[config.mk]
export PLATFORM = sky130hd
export DESIGN_NAME = acc_ctrl
export DESIGN_NICKNAME = d
export VERILOG_FILES = /design/src/rtl/acc_pkg.sv /design/src/rtl/acc_edge_det.sv /design/src/rtl/acc_ctrl.sv
export SDC_FILE = /design/constraint.sdc
export NUM_CORES = 1
export LEC_CHECK = 0
export ABC_AREA = 1
export BUFFER_PORTS_ARGS = -buffer_cell sky130_fd_sc_hd__clkbuf_2
export CELL_PAD_IN_SITES_DETAIL_PLACEMENT = 0
export CELL_PAD_IN_SITES_GLOBAL_PLACEMENT = 1
export CORE_ASPECT_RATIO = 1.2
export CORE_MARGIN = 4
export CORE_UTILIZATION = 29
export DETAILED_ROUTE_END_ITERATION = 12
export GPL_TIMING_DRIVEN = 0
export PLACE_DENSITY_LB_ADDON = 0.15
export SLEW_MARGIN = 20
export SYNTH_ARGS = -nofsm -noshare
export SYNTH_HDL_FRONTEND = slang
export SYNTH_SLANG_ARGS = --single-unit
[constraint.sdc]
create_clock -name pclk -period 2.35 [get_ports pclk]
set_input_delay 0.235 -clock pclk [delete_from_list [all_inputs] [get_ports pclk]]
set_output_delay 0.235 -clock pclk [all_outputs]
set_load 0.02 [all_outputs]
[src/rtl/acc_pkg.sv]
// Constants for the comparator control block
// Summary of operation
// Result bit 5 reads high while positive input exceeds negative input.
// Power-off bit 7 set removes comparator power; writable anytime.
// Software clears irq enable before changing power-off bit.
// Bit 6 is reserved and always reads zero.
// Event flag bit 4 sets on transition matching selected event type.
// Event flag clears when core takes the comparator vector.
// Writing one to event flag clears it; zero leaves it.
// Request only when flag, enable bit 3 and global enable set.
// Routing bit 2 feeds comparator output to timer capture front end.
// Routing bit clear disconnects comparator from capture function.
// Software sets timer capture irq enable for capture interrupts.
// Select bits: 00 toggle, 01 reserved, 10 falling, 11 rising.
// Software clears irq enable before changing event select bits.
// Read-modify-write of other bits clears a set event flag.
// Output sampled on clock; events from current versus previous sample.
package acc_pkg;
   localparam logic [11:0] ACC_CSR_OFF    = 12'h000;
   localparam logic [11:0] ACC_IRQ_ST_OFF = 12'h004;
   localparam logic [11:0] ACC_IRQ_MK_OFF = 12'h008;
   localparam int          ACC_PWROFF_BIT = 7;
   localparam int          ACC_RESV_BIT   = 6;
   localparam int          ACC_RESULT_BIT = 5;
   localparam int          ACC_FLAG_BIT   = 4;
   localparam int          ACC_IRQEN_BIT  = 3;
   localparam int          ACC_ROUTE_BIT  = 2;
   localparam logic [7:0]  ACC_CSR_RST    = 8'h00;
   localparam logic [7:0]  ACC_CSR_WMASK  = 8'h8F;
   localparam logic [1:0]  ACC_SEL_TOGGLE = 2'h0;
   localparam logic [1:0]  ACC_SEL_RESV   = 2'h1;
   localparam logic [1:0]  ACC_SEL_FALL   = 2'h2;
   localparam logic [1:0]  ACC_SEL_RISE   = 2'h3;
   localparam logic [1:0]  ACC_EVT_RST    = 2'h0;
   typedef enum logic [1:0] {
      ACC_EV_TOGGLE,
      ACC_EV_NONE,
      ACC_EV_FALL,
      ACC_EV_RISE
   } acc_evmode_t;
endpackage

[src/rtl/acc_edge_det.sv]
// Comparator output sampler and event detector
`timescale 1ns/1ps
`default_nettype none
module acc_edge_det
   import acc_pkg::*;
(
   input  wire logic       pclk,
   input  wire logic       presetn,
   input  wire logic       cmp_in,
   input  wire logic [1:0] sel,
   output logic            sample,
   output logic            evt
);
   logic prev_ff;
   logic nxt_prev;
   logic samp_ff;
   logic nxt_samp;
   logic primed_ff;
   logic nxt_primed;

   function automatic acc_evmode_t decode_sel(input logic [1:0] s);
      case (s)
         ACC_SEL_TOGGLE: decode_sel = ACC_EV_TOGGLE;
         ACC_SEL_FALL:   decode_sel = ACC_EV_FALL;
         ACC_SEL_RISE:   decode_sel = ACC_EV_RISE;
         default:        decode_sel = ACC_EV_NONE;
      endcase
   endfunction

   always_comb begin
      nxt_samp   = cmp_in;
      // First sample loads history too, so no false edge after reset
      nxt_prev   = primed_ff ? samp_ff : cmp_in;
      nxt_primed = 1'b1;
   end

   always_ff @(posedge pclk or negedge presetn) begin
      if (!presetn) begin
         samp_ff   <= 1'b0;
         prev_ff   <= 1'b0;
         primed_ff <= 1'b0;
      end else begin
         samp_ff   <= nxt_samp;
         prev_ff   <= nxt_prev;
         primed_ff <= nxt_primed;
      end
   end

   assign sample = samp_ff;

   always_comb begin
      case (decode_sel(sel))
         ACC_EV_TOGGLE: evt = samp_ff ^ prev_ff;
         ACC_EV_FALL:   evt = !samp_ff && prev_ff;
         ACC_EV_RISE:   evt = samp_ff && !prev_ff;
         default:       evt = 1'b0; // Reserved code raises nothing
      endcase
   end

   AST_RISE_EVT: assert property (@(posedge pclk) disable iff (!presetn)
      (sel == ACC_SEL_RISE && samp_ff && !prev_ff) |-> evt)
      else $error("rising edge missed");
   AST_RESV_QUIET: assert property (@(posedge pclk) disable iff (!presetn)
      (sel == ACC_SEL_RESV) |-> !evt)
      else $error("reserved mode raised event");
   AST_SAMPLE_LAG: assert property (@(posedge pclk) disable iff (!presetn)
      ##1 sample == $past(cmp_in))
      else $error("sample not one clock late");
endmodule // acc_edge_det
`default_nettype wire

[src/rtl/acc_ctrl.sv]
// Comparator control/status register block with APB slave
`timescale 1ns/1ps
`default_nettype none
module acc_ctrl
   import acc_pkg::*;
(
   input  wire logic        pclk,
   input  wire logic        presetn,
   input  wire logic        psel,
   input  wire logic        penable,
   input  wire logic        pwrite,
   input  wire logic [11:0] paddr,
   input  wire logic [31:0] pwdata,
   input  wire logic [3:0]  pstrb,
   output logic [31:0]      prdata,
   output logic             pready,
   output logic             pslverr,
   input  wire logic        cmp_out,
   input  wire logic        capture_pin,
   input  wire logic        global_irq_enable,
   input  wire logic        vector_ack,
   output logic             comparator_power_off,
   output logic             capture_src,
   output logic             comparator_irq_req,
   output logic             irq
);
   logic [7:0]  csr_ff;
   logic [7:0]  nxt_csr;
   logic        flag_ff;
   logic        nxt_flag;
   logic [1:0]  ist_ff;
   logic [1:0]  nxt_ist;
   logic [1:0]  imk_ff;
   logic [1:0]  nxt_imk;
   logic        smp_d_ff;
   logic        nxt_smp_d;
   logic        armed_ff;
   logic        nxt_armed;
   logic [31:0] rd_ff;
   logic [31:0] nxt_rd;
   logic        err_ff;
   logic        nxt_err;
   logic        sample;
   logic        evt;
   logic        wr_acc;
   logic        rd_setup;
   logic        mapped;
   logic        comparator_result;

   function automatic logic hit(input logic [11:0] a, input logic [11:0] o);
      hit = (a == o);
   endfunction

   acc_edge_det u_edge (
      .pclk    (pclk),
      .presetn (presetn),
      .cmp_in  (cmp_out),
      .sel     (csr_ff[1:0]),
      .sample  (sample),
      .evt     (evt)
   );

   // Powered-off comparator reads low and raises no events
   assign comparator_result = sample && !csr_ff[ACC_PWROFF_BIT];

   assign mapped = hit(paddr, ACC_CSR_OFF) || hit(paddr, ACC_IRQ_ST_OFF)
                   || hit(paddr, ACC_IRQ_MK_OFF);
   assign wr_acc   = psel && penable && pwrite && mapped;
   assign rd_setup = psel && !penable;

   // Control and event flag
   always_comb begin
      nxt_csr  = csr_ff;
      nxt_flag = flag_ff;
      if (wr_acc && hit(paddr, ACC_CSR_OFF) && pstrb[0]) begin
         nxt_csr = pwdata[7:0] & ACC_CSR_WMASK;
         if (pwdata[ACC_FLAG_BIT]) begin
            nxt_flag = 1'b0;
         end
      end
      if (vector_ack) begin
         nxt_flag = 1'b0;
      end
      // Event wins over a clear in the same cycle
      if (evt && !csr_ff[ACC_PWROFF_BIT]) begin
         nxt_flag = 1'b1;
      end
   end

   always_ff @(posedge pclk or negedge presetn) begin
      if (!presetn) begin
         csr_ff  <= ACC_CSR_RST;
         flag_ff <= 1'b0;
      end else begin
         csr_ff  <= nxt_csr;
         flag_ff <= nxt_flag;
      end
   end

   // Sticky status: bit0 event, bit1 sample rise while powered
   always_comb begin
      nxt_ist   = ist_ff;
      nxt_imk   = imk_ff;
      // Own copy of the previous sample, primed like the detector
      nxt_smp_d = armed_ff ? sample : cmp_out;
      nxt_armed = 1'b1;
      if (wr_acc && hit(paddr, ACC_IRQ_ST_OFF) && pstrb[0]) begin
         nxt_ist = ist_ff & ~pwdata[1:0];
      end
      if (wr_acc && hit(paddr, ACC_IRQ_MK_OFF) && pstrb[0]) begin
         nxt_imk = pwdata[1:0];
      end
      if (evt && !csr_ff[ACC_PWROFF_BIT]) begin
         nxt_ist[0] = 1'b1;
      end
      if (sample && !smp_d_ff && !csr_ff[ACC_PWROFF_BIT]) begin
         nxt_ist[1] = 1'b1;
      end
   end

   always_ff @(posedge pclk or negedge presetn) begin
      if (!presetn) begin
         ist_ff   <= 2'h0;
         imk_ff   <= 2'h0;
         smp_d_ff <= 1'b0;
         armed_ff <= 1'b0;
      end else begin
         ist_ff   <= nxt_ist;
         imk_ff   <= nxt_imk;
         smp_d_ff <= nxt_smp_d;
         armed_ff <= nxt_armed;
      end
   end

   // Read data captured in setup so access phase returns it
   always_comb begin
      nxt_rd  = rd_ff;
      nxt_err = err_ff;
      if (rd_setup) begin
         nxt_err = !mapped;
         nxt_rd  = 32'h0000_0000;
         if (hit(paddr, ACC_CSR_OFF)) begin
            nxt_rd[7:0] = {csr_ff[ACC_PWROFF_BIT], 1'b0,
                           comparator_result, flag_ff,
                           csr_ff[3:0]};
         end else if (hit(paddr, ACC_IRQ_ST_OFF)) begin
            nxt_rd[1:0] = ist_ff;
         end else if (hit(paddr, ACC_IRQ_MK_OFF)) begin
            nxt_rd[1:0] = imk_ff;
         end
      end
   end

   always_ff @(posedge pclk or negedge presetn) begin
      if (!presetn) begin
         rd_ff  <= 32'h0000_0000;
         err_ff <= 1'b0;
      end else begin
         rd_ff  <= nxt_rd;
         err_ff <= nxt_err;
      end
   end

   assign prdata  = rd_ff;
   assign pready  = 1'b1;
   assign pslverr = psel && penable && err_ff;

   assign comparator_power_off = csr_ff[ACC_PWROFF_BIT];
   // Mux keeps capture pin path when routing off
   assign capture_src = csr_ff[ACC_ROUTE_BIT] ? comparator_result
                                              : capture_pin;
   assign comparator_irq_req = flag_ff && csr_ff[ACC_IRQEN_BIT]
                               && global_irq_enable;
   assign irq = |(ist_ff & imk_ff);

   AST_FLAG_SET: assert property (@(posedge pclk) disable iff (!presetn)
      (evt && !csr_ff[ACC_PWROFF_BIT]) |=> flag_ff)
      else $error("event did not set flag");
   AST_W1C: assert property (@(posedge pclk) disable iff (!presetn)
      (wr_acc && hit(paddr, ACC_CSR_OFF) && pstrb[0]
       && pwdata[ACC_FLAG_BIT] && !evt) |=> !flag_ff)
      else $error("write one did not clear flag");
   AST_W0_KEEP: assert property (@(posedge pclk) disable iff (!presetn)
      (flag_ff && !vector_ack && !(wr_acc && hit(paddr, ACC_CSR_OFF)
       && pwdata[ACC_FLAG_BIT])) |=> flag_ff)
      else $error("flag lost without clear");
   AST_VEC_CLR: assert property (@(posedge pclk) disable iff (!presetn)
      (vector_ack && !evt) |=> !flag_ff)
      else $error("vector did not clear flag");
   AST_REQ: assert property (@(posedge pclk) disable iff (!presetn)
      comparator_irq_req == (flag_ff && csr_ff[ACC_IRQEN_BIT]
                             && global_irq_enable))
      else $error("request gating wrong");
   AST_RESV_ZERO: assert property (@(posedge pclk) disable iff (!presetn)
      (psel && penable && !pwrite && hit(paddr, ACC_CSR_OFF))
      |-> !prdata[ACC_RESV_BIT])
      else $error("reserved bit read as one");
   AST_ROUTE: assert property (@(posedge pclk) disable iff (!presetn)
      csr_ff[ACC_ROUTE_BIT] |-> capture_src == comparator_result)
      else $error("routing not applied");
   AST_NOROUTE: assert property (@(posedge pclk) disable iff (!presetn)
      !csr_ff[ACC_ROUTE_BIT] |-> capture_src == capture_pin)
      else $error("comparator leaked to capture");
   AST_PWROFF: assert property (@(posedge pclk) disable iff (!presetn)
      (wr_acc && hit(paddr, ACC_CSR_OFF) && pstrb[0])
      |=> comparator_power_off == $past(pwdata[ACC_PWROFF_BIT]))
      else $error("power-off not written");
   AST_RESULT: assert property (@(posedge pclk) disable iff (!presetn)
      !csr_ff[ACC_PWROFF_BIT] |-> comparator_result == sample)
      else $error("result not following comparator");
endmodule // acc_ctrl
`default_nettype wire

==> flow_summary.json, run 1 <==
{
  "slew_headroom_pct": 64.4,
  "synth_area_leaders": "dfrtp_1, buf_4, nand2_1",
  "tightest_slew_ns": 0.533,
  "postSynthAreaPerCell_um2": 7.88,
  "fill_cells": 483,
  "grt_pass1_vias": 1025,
  "cts_resized": 0,
  "p_leak_uw": 0.00100,
  "slew_viol_final": 0,
  "core-area_mm2": 0.00429,
  "clock-root-buffer": "clkbuf_8",
  "fin_area_mm2": 0.00172,
  "via_per_inst": 3.77,
  "ys_seq_area_share_pct": 40.4,
  "io_buffers": 39,
  "grt_max_degree": 22,
  "drtIter0Drc": 34,
  "powerDensity_mw_per_mm2": 437,
  "cts_num_sinks": 21,
  "drt_first_pass_iters": 4,
  "peakVddDrop_mv": 0.157,
  "cap_viol_max_count": 0,
  "critPathCaptureType": "output port",
  "drc": 0,
  "ys_types": 25,
  "yosys_register_bits": 21,
  "antenna_found_initial": 0,
  "hpwl_um": 2330,
  "hold_viol_final": 0,
  "clk_path_buf_depth": 2,
  "ys_warn_count": 0,
  "cp_cell_sequence": "inv_1 -> nand2_1 -> o21ai_0 -> clkbuf_2",
  "skew_ns": 0.00412,
  "dieWidth_um": 69.1,
  "vias": 1093,
  "routedWlPerCell_um": 9.55,
  "cp_slowest_cell": "dfrtp_1",
  "finalCritPeriodShare_pct": 63.1,
  "yosys.area.top_type": "dfrtp_1",
  "crit_type": "reg -> out",
  "die_y_um": 81.3,
  "antenna_left": 0,
  "setup.worst_path.start_class": "flop",
  "dieArea_mm2": 0.00562,
  "clk_pin_slew_ns": 0.08,
  "rsz0062_at_grt": "false",
  "setup_viol": 0,
  "rows": 26,
  "min_period_ns": 1.48,
  "drive_above_1_share_pct": 35.0,
  "min-delay-path-class": "in -> reg",
  "start_util_pct": 30.3,
  "status": "completed",
  "post_dp_cell_area_mm2": 0.00166,
  "critPathMaxFanout": 5,
  "nets": 294,
  "slowest_delay_ns": 0.38,
  "arrival_ns": 1.25,
  "cts_made_buffers": 3,
  "worst_ep_required_time_ns": 2.12,
  "grt-ovfl-total": 0,
  "synth_top_area_share_pct": 40.4,
  "tritoncts": "done",
  "diodes": 0,
  "totalWireLength_um": 2770,
  "fin_tns_setup_ns": 0,
  "syn_area_mm2": 0.00130,
  "io_pins": 95,
  "worstSkewPairLatency_ns": 0.26,
  "htree_levels": 1,
  "syn_to_final_growth_pct": 32.0,
  "max_freq_mhz": 674,
  "syn_inst": 165,
  "gp_congestion": 0.728,
  "grt_pass1_wl_um": 4400,
  "groute.usage.overall_pct": 9.67
}
==> worst max-delay path: cells and delay by family (launching register included) <==
family	cells	cell delay, ns
AO/OA/AOI/OAI	1	0.15
AND/OR/NAND/NOR	1	0.10
buffers and inverters	2	0.36
flip-flops	1	0.38
==> layer usage <==
layer | wire (um) | share of wire [%] | up-vias | global-route usage, %
met3 | 193 | 7.0 | 4 | 2.97
met1 | 1110 | 40 | 458 | 11.1
met5 | 0 | 0 | - | 0
met2 | 1430 | 52 | 34 | 17.1
met4 | 36 | 1.3 | 0 | 3.52
li1 | - | - | 597 | -
==> cell usage after synthesis <==
| master | number |
|---|---|
| nand2_1 | 36 |
| buf_4 | 26 |
| dfrtp_1 | 21 |
| inv_1 | 21 |
| nor2_1 | 15 |
| nand3_1 | 7 |
| a21oi_1 | 6 |
| o21ai_0 | 6 |
| nor2_2 | 4 |
| o31ai_1 | 4 |
| buf_6 | 2 |
| conb_1 | 2 |
| ha_1 | 2 |
| o211ai_1 | 2 |
| a22o_1 | 1 |
| buf_2 | 1 |
| clkinv_2 | 1 |
| inv_2 | 1 |
| nand2_2 | 1 |
| nand2_4 | 1 |
| nand4_1 | 1 |
| nor3_1 | 1 |
| nor3_4 | 1 |
| o31ai_2 | 1 |
| o32ai_1 | 1 |
==> path summary, 6_finish.rpt <==
path	startpoint	endpoint	slack, ns	cells past startpoint
hold reg to reg	u_edge.primed_ff$_DFF_PN0_	smp_d_ff$_DFF_PN0_	0.45	1
setup reg to reg	smp_d_ff$_DFF_PN0_	flag_ff$_DFFE_PN0P_	1.20	5
max in group asynchronous	presetn	csr_ff[0]$_DFFE_PN0P_	1.51	2
hold / removal	cmp_out	u_edge.sample$_DFF_PN0_	0.09	1
min in group asynchronous	presetn	prdata[0]$_DFFE_PN0P_	0.48	2
setup / recovery	csr_ff[7]$_DFFE_PN0P_	capture_src	0.87	4
==> flip-flops by register name, indices dropped and copies added (netlist names) <==
signal,flops
csr_ff,5
imk_ff,2
ist_ff,2
u_edge.sample,1
err_ff,1
flag_ff,1
smp_d_ff,1
prdata,7
u_edge.primed_ff,1
==> power breakdown <==
group / switching [uW] / total [uW] / internal, uW
logic: 80.4 / 137 / 56.9
registers: 2.84 / 369 / 366
clock network: 125 / 243 / 118
==> layout by cell type, fill, tap and decap left out, types with 3 or more instances in the layout <==
| cell type | n |
|---|---|
| a21oi_1 | 6 |
| buf_4 | 26 |
| clkbuf_2 | 39 |
| clkbuf_8 | 3 |
| conb_1 | 27 |
| dfrtp_1 | 21 |
| inv_1 | 21 |
| nand2_1 | 36 |
| nand3_1 | 7 |
| nor2_1 | 15 |
| nor2_2 | 4 |
| o21ai_0 | 6 |
| o31ai_1 | 4 |
==> cells by family after synthesis <==
logic type,synth area share [%]
AND/OR/NAND/NOR,22.8
buffers and inverters,23.9
AO/OA/AOI/OAI,10.4
flip-flops,40.4
adder cells (fa/ha/maj),1.92
other,0.578
==> metrics by stage <==
step                instances  power, uW  utilization [%]  setup WS (ns)  hold WS (ns)
floorplan                 190        472                -          0.974       -0.0606
global placement          285        511             38.6           1.04         0.241
detailed placement        285        512             38.6           1.04         0.246
CTS                       290        758             39.9          0.841        0.0914
global route              290        784             39.9          0.781        0.0844
finish                    290        750             39.9          0.867        0.0947
==> layout make-up <==
type | count | area, um2 | share of cell area, %
multi-input cells | 117 | 558 | 32.5
inverters | 23 | 87.6 | 5.11
clock buffers | 3 | 41.3 | 2.41
well taps | 56 | 70.1 | 4.08
plain buffers | 29 | 223 | 13.0
flip-flops and latches | 21 | 526 | 30.6
clock inverters | 1 | 5.00 | 0.292
repair buffers | 40 | 205 | 12.0
==> what timing repair did <==
action	4_1_cts	5_1_grt
setup buffers	0	0
hold buffers	1	0
hold endpoints to repair	21	0
(Power assumes the default switching activity.)
==> inputs of run 2 (changes only) <==
Settings changed: ABC_AREA 1 to 0, CORE_UTILIZATION 29 to 25.
Clock period 2.35 ns to 1.3 ns, I/O delays scaled along.
==> flow_summary.json, run 2 <==
{
  "slowest_delay_ns": 0.57,
  "postSynthAreaPerCell_um2": 10.7,
  "async_flop_share_pct": 100,
  "synth_area_leaders": "dfrtp_1, buf_4, mux2_2",
  "ys_top_cells_by_count": "buf_4, dfrtp_1, mux2_2",
  "p_leak_uw": 0.000978,
  "clock-root-buffer": "clkbuf_8",
  "arrival_ns": 1.55,
  "yosys.area.top_type": "dfrtp_1",
  "start_util_pct": 26.2,
  "cp_cell_sequence": "buf_6 -> or4_4 -> nor3_4 -> nand2b_1 -> buf_6 -> a311o_1",
  "rows": 27,
  "drc": 0,
  "setup_viol": 10,
  "grt_max_degree": 22,
  "core-area_mm2": 0.00463,
  "die_y_um": 84.3,
  "nets": 247,
  "drt_first_pass_iters": 3,
  "powerDensity_mw_per_mm2": 786,
  "tritoncts": "done",
  "worst_ep_required_time_ns": 1.44,
  "syn_area_mm2": 0.00121,
  "io_pins": 95,
  "max_freq_mhz": 710,
  "ys_types": 32,
  "diodes": 0,
  "utilization_pct": 38.3,
  "synth.most_common_cell": "buf_4",
  "groute.usage.overall_pct": 9.67,
  "fin_tns_setup_ns": -0.670,
  "drive_above_1_share_pct": 52.4,
  "tightest_slew_ns": 0.523,
  "via_per_inst": 4.06,
  "skew_ns": 0.00428,
  "final_cell_mix": "clkbuf_2, buf_4, conb_1",
  "drtIter0Drc": 13,
  "antenna_found_initial": 0,
  "cp_slowest_cell": "or4_4",
  "ys_warn_count": 0,
  "vias": 994,
  "cap_viol_max_count": 0,
  "synth_edf_count": 0,
  "crit_path_frequent_cell": "buf_6",
  "worstSkewPairLatency_ns": 0.25,
  "min_period_ns": 1.41,
  "finalCritPeriodShare_pct": 108,
  "status": "complete, but fails checks",
  "io_buffers": 39,
  "largest_reg_flops": 7,
  "gp_congestion": 0.737,
  "dieArea_mm2": 0.00604,
  "grt-ovfl-total": 0,
  "synth_top_area_share_pct": 43.3,
  "clk_pin_slew_ns": 0.07,
  "hold_viol_final": 0,
  "crit_type": "in -> reg",
  "cts_num_sinks": 21,
  "dieWidth_um": 71.6,
  "routedWlPerCell_um": 11.9,
  "synth_ff_type": "dfrtp_1",
  "min-delay-path-class": "in -> reg",
  "antenna_left": 0,
  "grt_pass1_wl_um": 4640,
  "setup.worst_path.start_class": "primary input",
  "critPathCaptureType": "flop",
  "syn_inst": 113,
  "layout_commonest_cell": "clkbuf_2",
  "hpwl_um": 2330,
  "grt_pass1_vias": 995,
  "cts_made_buffers": 3,
  "totalWireLength_um": 2920,
  "slew_viol_final": 0,
  "ys_seq_area_share_pct": 43.3,
  "critPathMaxFanout": 6,
  "violations": "setup timing",
  "yosys_register_bits": 21,
  "slew_headroom_pct": 65.1,
  "clk_path_buf_depth": 2,
  "setup_ws_ns": -0.108,
  "peakVddDrop_mv": 0.393,
  "rsz0062_at_grt": "true",
  "htree_levels": 1,
  "syn_to_final_growth_pct": 45.9
}
[run 2: changes by cell type after synthesis, sizes merged, moves of 3 or more]
cell,delta
a21oi,-5
a22o,+5
inv,-17
mux2,+8
nand2,-33
nand2b,+4
nand3,-5
nor2,-15
o21ai,-5
o31ai,-5
or4,+3
[run 2: final cells by class]
| class | instances | area [um2] |
|---|---|---|
| inverters | 5 | 18.8 |
| fillers | 490 | 2860 |
| multi-input cells | 84 | 629 |
| clock buffers | 4 | 45.0 |
| plain buffers | 28 | 210 |
| well taps | 58 | 72.6 |
| repair buffers | 45 | 269 |
| flip-flops and latches | 21 | 526 |
[run 2: repair_timing]
| item | 4_1_cts | 5_1_grt |
|---|---|---|
| pin swaps | 11 | 4 |
| hold buffers | 2 | 0 |
| hold endpoints to repair | 22 | 0 |
| resized for setup | 15 | 7 |
| gates cloned | 0 | 0 |
| setup endpoints to repair | 15 | 16 |
| buffers inserted | 3 | 1 |
[run 2: worst max-delay path: cells and delay by family]
kind / cells / cell delay, ns
AND/OR/NAND/NOR: 3 / 0.89
AO/OA/AOI/OAI: 1 / 0.30
buffers and inverters: 2 / 0.24
[run 2: stage by stage]
stage | hold WS, ns | cells | area [um2] | setup WS [ns] | total power, uW
final | 0.106 | 245 | 1770 | -0.108 | 1390
after global routing | 0.0929 | 245 | 1770 | -0.212 | 1480
after CTS | 0.103 | 244 | 1730 | -0.119 | 1390
after detailed placement | 0.134 | 235 | 1580 | -0.401 | 945
after global placement | 0.126 | 235 | 1580 | -0.459 | 941
after floorplan | -0.166 | 138 | 1310 | -0.180 | 867
[run 2: cell families after synthesis]
group	count (synthesis)	synth area share, %
other cells	2	0.619
mux	8	7.42
compound gates	17	11.5
simple gates	30	16.2
flops	21	43.3
buf+inv	33	18.9
fa+ha+maj	2	2.06
[run 2: path summary, 6_finish.rpt]
path | slack (ns) | to | cells after the start | startpoint
setup / recovery | -0.11 | flag_ff$_DFFE_PN0P_ | 6 | paddr[10]
hold / removal | 0.11 | csr_ff[2]$_DFFE_PN0P_ | 2 | pwdata[2]
setup reg to reg | -0.10 | flag_ff$_DFFE_PN0P_ | 5 | u_edge.sample$_DFF_PN0_
hold reg to reg | 0.49 | err_ff$_DFFE_PN0P_ | 2 | err_ff$_DFFE_PN0P_
max in group asynchronous | 0.58 | csr_ff[1]$_DFFE_PN0P_ | 2 | presetn
min in group asynchronous | 0.37 | csr_ff[0]$_DFFE_PN0P_ | 2 | presetn
[run 2: layer usage]
| metal | track usage (%) | part of all wire (%) | vias to the layer above | wire length, um |
|---|---|---|---|---|
| li1 | - | - | 492 | - |
| met2 | 17.4 | 51 | 37 | 1480 |
| met5 | 0 | 0 | - | 0 |
| met1 | 11.0 | 41 | 461 | 1200 |
| met3 | 2.16 | 7.5 | 4 | 218 |
| met4 | 3.42 | 0.75 | 0 | 22 |
[run 2: power breakdown]
| group | switching (uW) | internal [uW] | total (uW) |
|---|---|---|---|
| Sequential | 8.29 | 666 | 674 |
| Combinational | 158 | 140 | 299 |
| Clock | 200 | 218 | 418 |
==> inputs of run 3 (changes only) <==
Settings changed: RECOVER_POWER from default to 100.
==> flow_summary.json, run 3 (synthesis results as in run 2) <==
{
  "tightest_slew_ns": 0.523,
  "cts_num_sinks": 21,
  "cp_cell_sequence": "buf_6 -> or4_4 -> nor3_2 -> nand2b_1 -> buf_6 -> a311o_1",
  "min-delay-path-class": "in -> reg",
  "slowest_delay_ns": 0.56,
  "clk_pin_slew_ns": 0.07,
  "grt_pass1_vias": 995,
  "setup_viol": 16,
  "io_buffers": 39,
  "holdPathEnd": "csr_ff[2]$_DFFE_PN0P_",
  "min_period_ns": 1.44,
  "status": "complete, but fails checks",
  "vias": 992,
  "slew_headroom_pct": 65.1,
  "critPathMaxFanout": 6,
  "io_pins": 95,
  "rows": 27,
  "grt.busiest_layer": "met2",
  "core-area_mm2": 0.00463,
  "syn_to_final_growth_pct": 44.1,
  "grt-ovfl-total": 0,
  "dieWidth_um": 71.6,
  "rr_endpoint": "flag_ff$_DFFE_PN0P_",
  "cap_viol_max_count": 0,
  "violations": "setup timing",
  "skew_ns": 0.00442,
  "clock-root-buffer": "clkbuf_8",
  "min_from": "pwdata[2]",
  "r2r-start": "u_edge.sample$_DFF_PN0_",
  "drc": 0,
  "via_per_inst": 4.05,
  "tritoncts": "done",
  "setup.worst_path.start_class": "primary input",
  "hpwl_um": 2330,
  "grt_max_degree": 22,
  "slew_viol_final": 0,
  "crit_path_frequent_cell": "buf_6",
  "worst_ep_required_time_ns": 1.44,
  "totalWireLength_um": 2940,
  "antenna_left": 0,
  "drtIter0Drc": 21,
  "die_y_um": 84.3,
  "largest_reg_flops": 7,
  "grt_use_met1_pct": 11.0,
  "cts_made_buffers": 3,
  "utilization_pct": 37.8,
  "drt_first_pass_iters": 3,
  "grt_use_met3_pct": 2.16,
  "grt_pass1_wl_um": 4640,
  "hold_depth": 2,
  "arrival_ns": 1.58,
  "nets": 247,
  "crit_type": "in -> reg",
  "layout_commonest_cell": "buf_4",
  "critPathCaptureType": "flop",
  "powerDensity_mw_per_mm2": 794,
  "reg2reg_depth": 5,
  "groute.usage.overall_pct": 9.67,
  "met2_usage_pct": 17.4,
  "clk_path_buf_depth": 2,
  "routedWlPerCell_um": 12.0,
  "final_cell_mix": "buf_4, conb_1, clkbuf_2",
  "fin_area_mm2": 0.00175,
  "max_freq_mhz": 693,
  "critPathTopFamily": "simple AND/OR/NAND/NOR gates",
  "setup_ws_ns": -0.143,
  "dieArea_mm2": 0.00604,
  "hold_viol_final": 0,
  "rsz0062_at_grt": "true",
  "diodes": 0,
  "drive_above_1_share_pct": 46.5,
  "crit_buf_inv": 2,
  "worstSkewPairLatency_ns": 0.25,
  "start_util_pct": 26.2,
  "timing.hold.ws_ns": 0.106,
  "r2r_setup_slack_ns": -0.10,
  "gp_congestion": 0.737,
  "post_dp_cell_area_mm2": 0.00158,
  "finalCritPeriodShare_pct": 111,
  "p_leak_uw": 0.000928,
  "cp_slowest_cell": "or4_4",
  "peakVddDrop_mv": 0.394,
  "antenna_found_initial": 0,
  "htree_levels": 1
}
run 3: changes by cell type in the layout (fill, tap and decap cells not counted):
| cell | change |
|---|---|
| or2_4 | -1 |
| nor3_2 | +1 |
| clkbuf_2 | -10 |
| nor3_4 | -1 |
| clkbuf_1 | +10 |
| or2_0 | +1 |
run 3: power by group:
group / leakage, uW / total [uW] / switching [uW] / internal (uW)
Combinational: 0.000636 / 297 / 157 / 140
Sequential: 0.000270 / 674 / 8.29 / 666
Clock: 0.0000228 / 418 / 200 / 218
run 3: per-layer routing:
layer  share of wire, %  up-vias
li1                   -      491
met5                  0        -
met1                 41      460
met4               0.75        0
met2                 51       37
met3                7.5        4
run 3: worst register-to-register path: stages, from the launching register on:
cell and delay, ns:
dfrtp_1 0.40, ha_1 0.29, nor2b_4 0.12, a211o_1 0.24
a21oi_2 0.17, a311o_1 0.12
run 3: how the worst max path moves through the flow:
stage | from | endpoint | slack, ns | cells after the start
finish | paddr[10] | flag_ff$_DFFE_PN0P_ | -0.14 | 6
global route | smp_d_ff$_DFF_PN0_ | flag_ff$_DFFE_PN0P_ | -0.21 | 6
CTS | u_edge.sample$_DFF_PN0_ | flag_ff$_DFFE_PN0P_ | -0.12 | 5
detailed placement | paddr[3] | ist_ff[1]$_DFFE_PN0P_ | -0.40 | 5
global placement | paddr[3] | ist_ff[1]$_DFFE_PN0P_ | -0.46 | 5
floorplan | paddr[6] | flag_ff$_DFFE_PN0P_ | -0.18 | 5
run 3: area by class of cell:
| class | count | area [um2] |
|---|---|---|
| clock buffer | 4 | 45.0 |
| buffer | 28 | 210 |
| inverter | 5 | 18.8 |
| tap | 58 | 72.6 |
| timing repair buffer | 45 | 256 |
| sequential | 21 | 526 |
| fill | 496 | 2880 |
| multi-input combinational | 84 | 621 |
run 3: stage by stage:
step | cells | worst slack, ns | power [uW] | setup TNS (ns)
floorplan | 138 | -0.180 | 867 | -1.91
global placement | 235 | -0.459 | 941 | -5.36
detailed placement | 235 | -0.401 | 945 | -5.37
CTS | 244 | -0.119 | 1390 | -0.510
global route | 245 | -0.212 | 1470 | -2.09
finish | 245 | -0.143 | 1390 | -1.24
run 3: timing repair:
action | 4_1_cts | 5_1_grt
hold buffers | 2 | 0
setup buffers | 3 | 1
setup endpoints to repair | 15 | 16
hold endpoints to repair | 22 | 0
pin swaps | 11 | 4
resized for setup | 15 | 7
